File: config.mk
export PLATFORM = sky130hd
export DESIGN_NAME = io_line_function_mux
export DESIGN_NICKNAME = d
export VERILOG_FILES = /design/src/core/io_line_mux_pkg.sv /design/src/core/io_line_function_mux.sv /design/src/core/line_output_select.sv
export SDC_FILE = /design/constraint.sdc
export NUM_CORES = 1
export LEC_CHECK = 0
export BUFFER_PORTS_ARGS = -buffer_cell sky130_fd_sc_hd__buf_4
export CORE_AREA = 2 2 263 265
export CTS_BUF_LIST = sky130_fd_sc_hd__clkbuf_4
export DETAILED_ROUTE_END_ITERATION = 10
export DIE_AREA = 0 0 265 267
export GPL_ROUTABILITY_DRIVEN = 0
export GPL_TIMING_DRIVEN = 0
export HOLD_SLACK_MARGIN = 0.1
export PLACE_DENSITY = 0.37
export SYNTH_ARGS = -nofsm -noshare
export SYNTH_HDL_FRONTEND = slang
export SYNTH_HIERARCHICAL = 1
export SYNTH_SLANG_ARGS = --single-unit
File: constraint.sdc
create_clock -name CLOCK -period 1.4 [get_ports CLOCK]
set_input_delay 0.28 -clock CLOCK [delete_from_list [all_inputs] [get_ports CLOCK]]
set_output_delay 0.28 -clock CLOCK [all_outputs]
set_load 0.05 [all_outputs]
File: src/core/io_line_mux_pkg.sv
package io_line_mux_pkg;

  // Default line count of one controller
  localparam int LINE_COUNT = 32;

  // Function choice codes: {second, first}
  typedef enum logic [1:0] {
    FUNC_A = 2'h0,
    FUNC_B = 2'h1,
    FUNC_C = 2'h2,
    FUNC_D = 2'h3
  } function_type;

  // Values after reset, and the mask of multiplexed lines
  localparam logic [31:0] OWNERSHIP_RESET    = 32'hFFFFFFFF;
  localparam logic [31:0] PULL_UP_RESET      = 32'hFFFFFFFF;
  localparam logic [31:0] PULL_DOWN_RESET    = 32'hFFFFFFFF;
  localparam logic [31:0] MUXED_LINES        = 32'hFFFFFFFF;
  localparam logic [31:0] SELECT_RESET       = 32'h00000000;

endpackage : io_line_mux_pkg

File: src/core/io_line_function_mux.sv
`timescale 1ns/1ps
module io_line_function_mux #(
  parameter int                      LINES           = io_line_mux_pkg::LINE_COUNT,
  parameter logic [LINES-1:0]        OWNERSHIP_RESET = io_line_mux_pkg::OWNERSHIP_RESET[LINES-1:0],
  parameter logic [LINES-1:0]        PULL_UP_RESET   = io_line_mux_pkg::PULL_UP_RESET[LINES-1:0],
  parameter logic [LINES-1:0]        PULL_DOWN_RESET = io_line_mux_pkg::PULL_DOWN_RESET[LINES-1:0],
  parameter logic [LINES-1:0]        MUXED_LINES     = io_line_mux_pkg::MUXED_LINES[LINES-1:0],
  parameter logic [4*LINES-1:0]      FUNC_EXISTS     = {(4*LINES){1'b1}}
) (
  input  wire logic                  CLOCK,
  input  wire logic                  RESET_N,
  input  wire logic                  CLOCK_ENABLE,
  input  wire logic [LINES-1:0]      PULL_UP_ENABLE_STROBE,
  input  wire logic [LINES-1:0]      PULL_UP_DISABLE_STROBE,
  input  wire logic [LINES-1:0]      PULL_DOWN_ENABLE_STROBE,
  input  wire logic [LINES-1:0]      PULL_DOWN_DISABLE_STROBE,
  input  wire logic [LINES-1:0]      LINE_OWNERSHIP_ENABLE,
  input  wire logic [LINES-1:0]      LINE_OWNERSHIP_DISABLE,
  input  wire logic                  FUNCTION_SELECT_FIRST_WRITE,
  input  wire logic [LINES-1:0]      FUNCTION_SELECT_FIRST_DATA,
  input  wire logic                  FUNCTION_SELECT_SECOND_WRITE,
  input  wire logic [LINES-1:0]      FUNCTION_SELECT_SECOND_DATA,
  input  wire logic [LINES-1:0]      CONTROLLER_OUT,
  input  wire logic [4*LINES-1:0]    FUNC_OUT,
  input  wire logic [LINES-1:0]      PIN_IN,
  output logic      [LINES-1:0]      PULL_UP_STATUS_N,
  output logic      [LINES-1:0]      PULL_DOWN_STATUS_VECTOR,
  output logic      [LINES-1:0]      LINE_OWNERSHIP_STATUS,
  output logic      [LINES-1:0]      FUNCTION_SELECT_FIRST,
  output logic      [LINES-1:0]      FUNCTION_SELECT_SECOND,
  output logic      [LINES-1:0]      PIN_OUT,
  output logic      [LINES-1:0]      PERIPHERAL_IN
);

  // Set-then-clear with one strobe pair; both high clears
  function automatic logic [LINES-1:0] set_clear(input logic [LINES-1:0] value,
                                                  input logic [LINES-1:0] set,
                                                  input logic [LINES-1:0] clear);
    set_clear = (value | set) & ~clear;
  endfunction : set_clear

  wire logic [LINES-1:0] pull_up_active;
  wire logic [LINES-1:0] pull_down_active;
  wire logic [LINES-1:0] up_set_allowed;
  wire logic [LINES-1:0] down_set_allowed;
  wire logic [LINES-1:0] next_pull_up_status_n;
  wire logic [LINES-1:0] next_pull_down_status;
  wire logic [LINES-1:0] next_ownership;
  wire logic [LINES-1:0] next_first;
  wire logic [LINES-1:0] next_second;
  wire logic [LINES-1:0] next_pin_out;

  ////////////////////////////////////////////////////////////////////////////////
  // Pull resistors: status bit zero means that resistor is on
  assign pull_up_active   = ~PULL_UP_STATUS_N;
  assign pull_down_active = ~PULL_DOWN_STATUS_VECTOR;
  // Simultaneous enable of both on an idle line: neither is blocked by
  // the other's old state, so pull-up wins and pull-down is dropped
  assign up_set_allowed   = PULL_UP_ENABLE_STROBE & ~pull_down_active;
  assign down_set_allowed = PULL_DOWN_ENABLE_STROBE & ~pull_up_active
                            & ~up_set_allowed;
  // Enabling clears the status bit, disabling sets it
  assign next_pull_up_status_n = set_clear(PULL_UP_STATUS_N, PULL_UP_DISABLE_STROBE,
                                           up_set_allowed);
  assign next_pull_down_status = set_clear(PULL_DOWN_STATUS_VECTOR, PULL_DOWN_DISABLE_STROBE,
                                           down_set_allowed);

  ////////////////////////////////////////////////////////////////////////////////
  // Ownership; non-multiplexed lines pinned at one
  assign next_ownership = set_clear(LINE_OWNERSHIP_STATUS, LINE_OWNERSHIP_ENABLE,
                                    LINE_OWNERSHIP_DISABLE & MUXED_LINES) | ~MUXED_LINES;

  // Select vectors are whole-word writes, independent of ownership
  assign next_first  = FUNCTION_SELECT_FIRST_WRITE ? FUNCTION_SELECT_FIRST_DATA
                                                   : FUNCTION_SELECT_FIRST;
  assign next_second = FUNCTION_SELECT_SECOND_WRITE ? FUNCTION_SELECT_SECOND_DATA
                                                    : FUNCTION_SELECT_SECOND;

  ////////////////////////////////////////////////////////////////////////////////
  // Output steering per line
  genvar line;
  generate
    for (line = 0; line < LINES; line++) begin : g_line
      line_output_select u_select (
        .owned_by_controller (LINE_OWNERSHIP_STATUS[line]),
        .select_first        (FUNCTION_SELECT_FIRST[line]),
        .select_second       (FUNCTION_SELECT_SECOND[line]),
        .func_out            (FUNC_OUT[4*line +: 4]),
        .func_exists         (FUNC_EXISTS[4*line +: 4]),
        .controller_out      (CONTROLLER_OUT[line]),
        .next_out            (next_pin_out[line])
      );
    end
  endgenerate

  ////////////////////////////////////////////////////////////////////////////////
  always_ff @(posedge CLOCK) begin
    if (!RESET_N) begin
      PULL_UP_STATUS_N        <= PULL_UP_RESET;
      PULL_DOWN_STATUS_VECTOR <= PULL_DOWN_RESET;
      LINE_OWNERSHIP_STATUS   <= OWNERSHIP_RESET | ~MUXED_LINES;
      FUNCTION_SELECT_FIRST   <= io_line_mux_pkg::SELECT_RESET[LINES-1:0];
      FUNCTION_SELECT_SECOND  <= io_line_mux_pkg::SELECT_RESET[LINES-1:0];
      PIN_OUT                 <= '0;
      PERIPHERAL_IN           <= '0;
    end else if (CLOCK_ENABLE) begin
      PULL_UP_STATUS_N        <= next_pull_up_status_n;
      PULL_DOWN_STATUS_VECTOR <= next_pull_down_status;
      LINE_OWNERSHIP_STATUS   <= next_ownership;
      FUNCTION_SELECT_FIRST   <= next_first;
      FUNCTION_SELECT_SECOND  <= next_second;
      PIN_OUT                 <= next_pin_out;
      // Registered to keep outputs flop-driven; costs one cycle of latency
      PERIPHERAL_IN           <= PIN_IN;
    end
  end

endmodule : io_line_function_mux

File: src/core/line_output_select.sv
`timescale 1ns/1ps
module line_output_select (
  input  wire logic       owned_by_controller,
  input  wire logic       select_first,
  input  wire logic       select_second,
  input  wire logic [3:0] func_out,
  input  wire logic [3:0] func_exists,
  input  wire logic       controller_out,
  output logic            next_out
);

  wire io_line_mux_pkg::function_type choice;
  wire logic                          func_level;

  assign choice     = io_line_mux_pkg::function_type'({select_second, select_first});
  // Missing function leaves the line undriven by any peripheral (low)
  assign func_level = func_exists[choice] & func_out[choice];
  assign next_out   = owned_by_controller ? controller_out : func_level;

endmodule : line_output_select

==> run_results.csv <==
group,metric,value,unit
outcome,status,"finished, violations left",
outcome,violations,"setup timing",
critical_path,worstSetupPathType,"flop to output pin",
global_route,grt_pass1_wl,103100,um
worst_hold_path,min_path_cells,3,
power,p_total,20970,uW
routing,ant_nets,0,
clocking,cts_tree,"built",
clocking,cts-root-buf,"clkbuf_4",
critical_path,critPathRequiredTime,1.12,ns
global_route,antenna_found_initial,8,
final_layout,layout_common_cells,"buf_4, dlygate4sd3_1, buf_8, conb_1, dfxtp_4",
power,p_per_area,788.6,mW/mm^2
routing,drc,0,
critical_path,crit_fanout,2,
floorplan,num_rows,96,
synthesis,synth_warnings,6,
critical_path,end_kind,"output pin",
power,p_leak,0.01210,uW
sta,worstMarginPinSlew,0.8385,ns
final_layout,synthToLayoutAreaGrowth,139.7,%
sta,max_freq,0.6210,GHz
routing,drt_first_iter_violations,433,
final_layout,fin_nets,3157,
final_layout,fin_util,39.11,%
sta,fin_skew,0.07433,ns
routing,via_count,15160,
placement,place_ws,-0.8154,ns
final_layout,register_area,0.005080,sq mm
critical_path,cp_slowest_cell,"dfxtp_4",
synthesis,synth_seq_area_share,40.42,%
critical_path,cp_top_family,"flip-flops",
final_layout,final_common_cell,"buf_4",
routing,wl_per_cell,19.57,um
routing,firstDrtPassIters,4,
synthesis,synthDistinctLibCells,24,
floorplan,dieWidth,265,um
worst_hold_path,hold_class,"primary input to flop",
placement,hpwl,50950,um
synthesis,synth_area,0.01109,sq mm
floorplan,io-pin-count,677,
sta,layout_worst_path_cycle_share,115.0,%
critical_path,arrival,1.33,ns
global_route,grt_start_max_net_pins,11,
synthesis,syn_avg_cell_area,8.991,sq um
clocking,clock_latency,0.77,ns
critical_path,max_stage_delay,0.42,ns
clocking,cts_made_buffers,76,
floorplan,die_y,267,um
floorplan,start_util,16.32,%
critical_path,critPathBufInv,1,
global_route,overflow,0,
synthesis,syn_inst,1234,
sta,relSlewSlack,44.10,%
sta,grt_setup_unrepaired,"yes",
floorplan,core,0.06799,sq mm
run,max-cap-violations,0,
sta,final_max_slew_viol_count,0,
sta,final-hold-violation-count,0,
clocking,clock-sinks,224,
sta,setup_violations,224,
routing,detail_route.wirelength,71130,um
global_route,grt_pass1_vias,16470,
power,max-vdd-ir-drop,0.4826,mV
critical_path,path_cells,"buf_8",
final_layout,drive_above_1_share,43.22,%
synthesis,ys_ff_latch,224,
sta,fin_ws,-0.2103,ns
routing,vias_per_cell,4.171,
final_layout,fin_area,0.02659,sq mm
critical_path,r2r.worst_path.cells,6,
critical_path,cp.depth,1,
final_layout,multi_input_area,0.006411,sq mm
global_route,grtUsageTotal,19.53,%
sta,post-route-min-period,1.610,ns
clocking,clockBufferDepth,3,
clocking,htree_levels,3,
final_layout,fillers,6868,
sta,final.setup.tns,-28.97,ns
critical_path,worst_setup_path_start_kind,"flop",
placement,place_area,0.01772,sq mm
clocking,clkTransAtPathRegs,0.07,ns
placement,io_buffers,672,
floorplan,dieArea,0.07076,sq mm
flip-flops by register name, indices dropped and copies added (netlist names):
signal,flops
FUNCTION_SELECT_FIRST,32
FUNCTION_SELECT_SECOND,32
LINE_OWNERSHIP_STATUS,32
PERIPHERAL_IN,32
PIN_OUT,32
PULL_UP_STATUS_N,32
PULL_DOWN_STATUS_VECTOR,32
through the flow:
step | std cells | hold WS [ns]
global route | 3632 | 0.1499
global placement | 2915 | 0.4988
CTS | 3615 | 0.1001
detailed placement | 2915 | 0.5057
floorplan | 1361 | 0.4495
finish | 3634 | 0.2034
layout make-up:
cell class	instances	share of cell area [%]
inverter	32	0.4517
clock inverter	17	0.4564
clock buffer	106	2.993
buffer	81	2.108
multi-input combinational	1024	24.11
antenna	3	0.02823
sequential	224	19.10
tap	882	4.150
timing repair buffer	1265	46.60
cell families (layout without fill, tap and decap cells):
group | after synthesis | after routing | share of synthesized area, %
AND/OR/NAND/NOR | 448 | 448 | 24.90
AO/OA/AOI/OAI | 384 | 384 | 22.74
flip-flops | 224 | 224 | 40.42
buffers and inverters | 113 | 1501 | 6.135
multiplexers | 64 | 64 | 5.774
other | 1 | 131 | 0.03380
what timing repair did:
action | in CTS | in global routing
buffers inserted | 129 | 17
resized for setup | 795 | 24
pin swaps | 0 | 6
endpoints found under the hold margin | 224 | 0
setup endpoints to repair | 224 | 325
hold buffers | 448 | 0
synthesized netlist by cell type:
master | number | area, sq um
o311a_1 | 32 | 320.3
clkbuf_1 | 45 | 168.9
o221ai_1 | 32 | 280.3
buf_2 | 9 | 45.04
and3_1 | 96 | 600.6
buf_12 | 7 | 140.1
conb_1 | 1 | 3.750
inv_1 | 32 | 120.1
a21boi_0 | 64 | 480.5
dfxtp_1 | 224 | 4484
nor2b_1 | 96 | 600.6
o21ai_1 | 46 | 230.2
nand3_1 | 64 | 320.3
o21a_1 | 64 | 480.5
mux2i_1 | 64 | 640.6
buf_4 | 5 | 37.54
nand3b_1 | 32 | 240.2
buf_6 | 15 | 168.9
o21ai_0 | 50 | 250.2
a21oi_1 | 96 | 480.5
nand2_1 | 32 | 120.1
and2_1 | 64 | 400.4
nand2b_1 | 32 | 200.2
nand4b_1 | 32 | 280.3
per-layer routing:
metal	global-route usage, %	part of all wire, %	up-vias
met4	6.535	2.9	6
met3	5.074	6.2	116
li1	-	-	7346
met1	21.59	39	7121
met2	36.10	51	567
met5	0	0.058	-
report_power, final:
group          switching (uW)  internal [uW]
registers                 416           6680
logic                    3160           3590
clock network            3310           3810
path summary, 6_finish.rpt:
kind / start / endpoint / slack [ns]
min: RESET_N / PERIPHERAL_IN[6] / 0.20
max: FUNCTION_SELECT_SECOND[30] / FUNCTION_SELECT_SECOND[30] / -0.21
min reg2reg: PERIPHERAL_IN[14] / PERIPHERAL_IN[14] / 0.53
max reg2reg: FUNCTION_SELECT_FIRST[30] / PIN_OUT[30] / 0.03
Note: power is estimated with default switching activity, not from simulation.
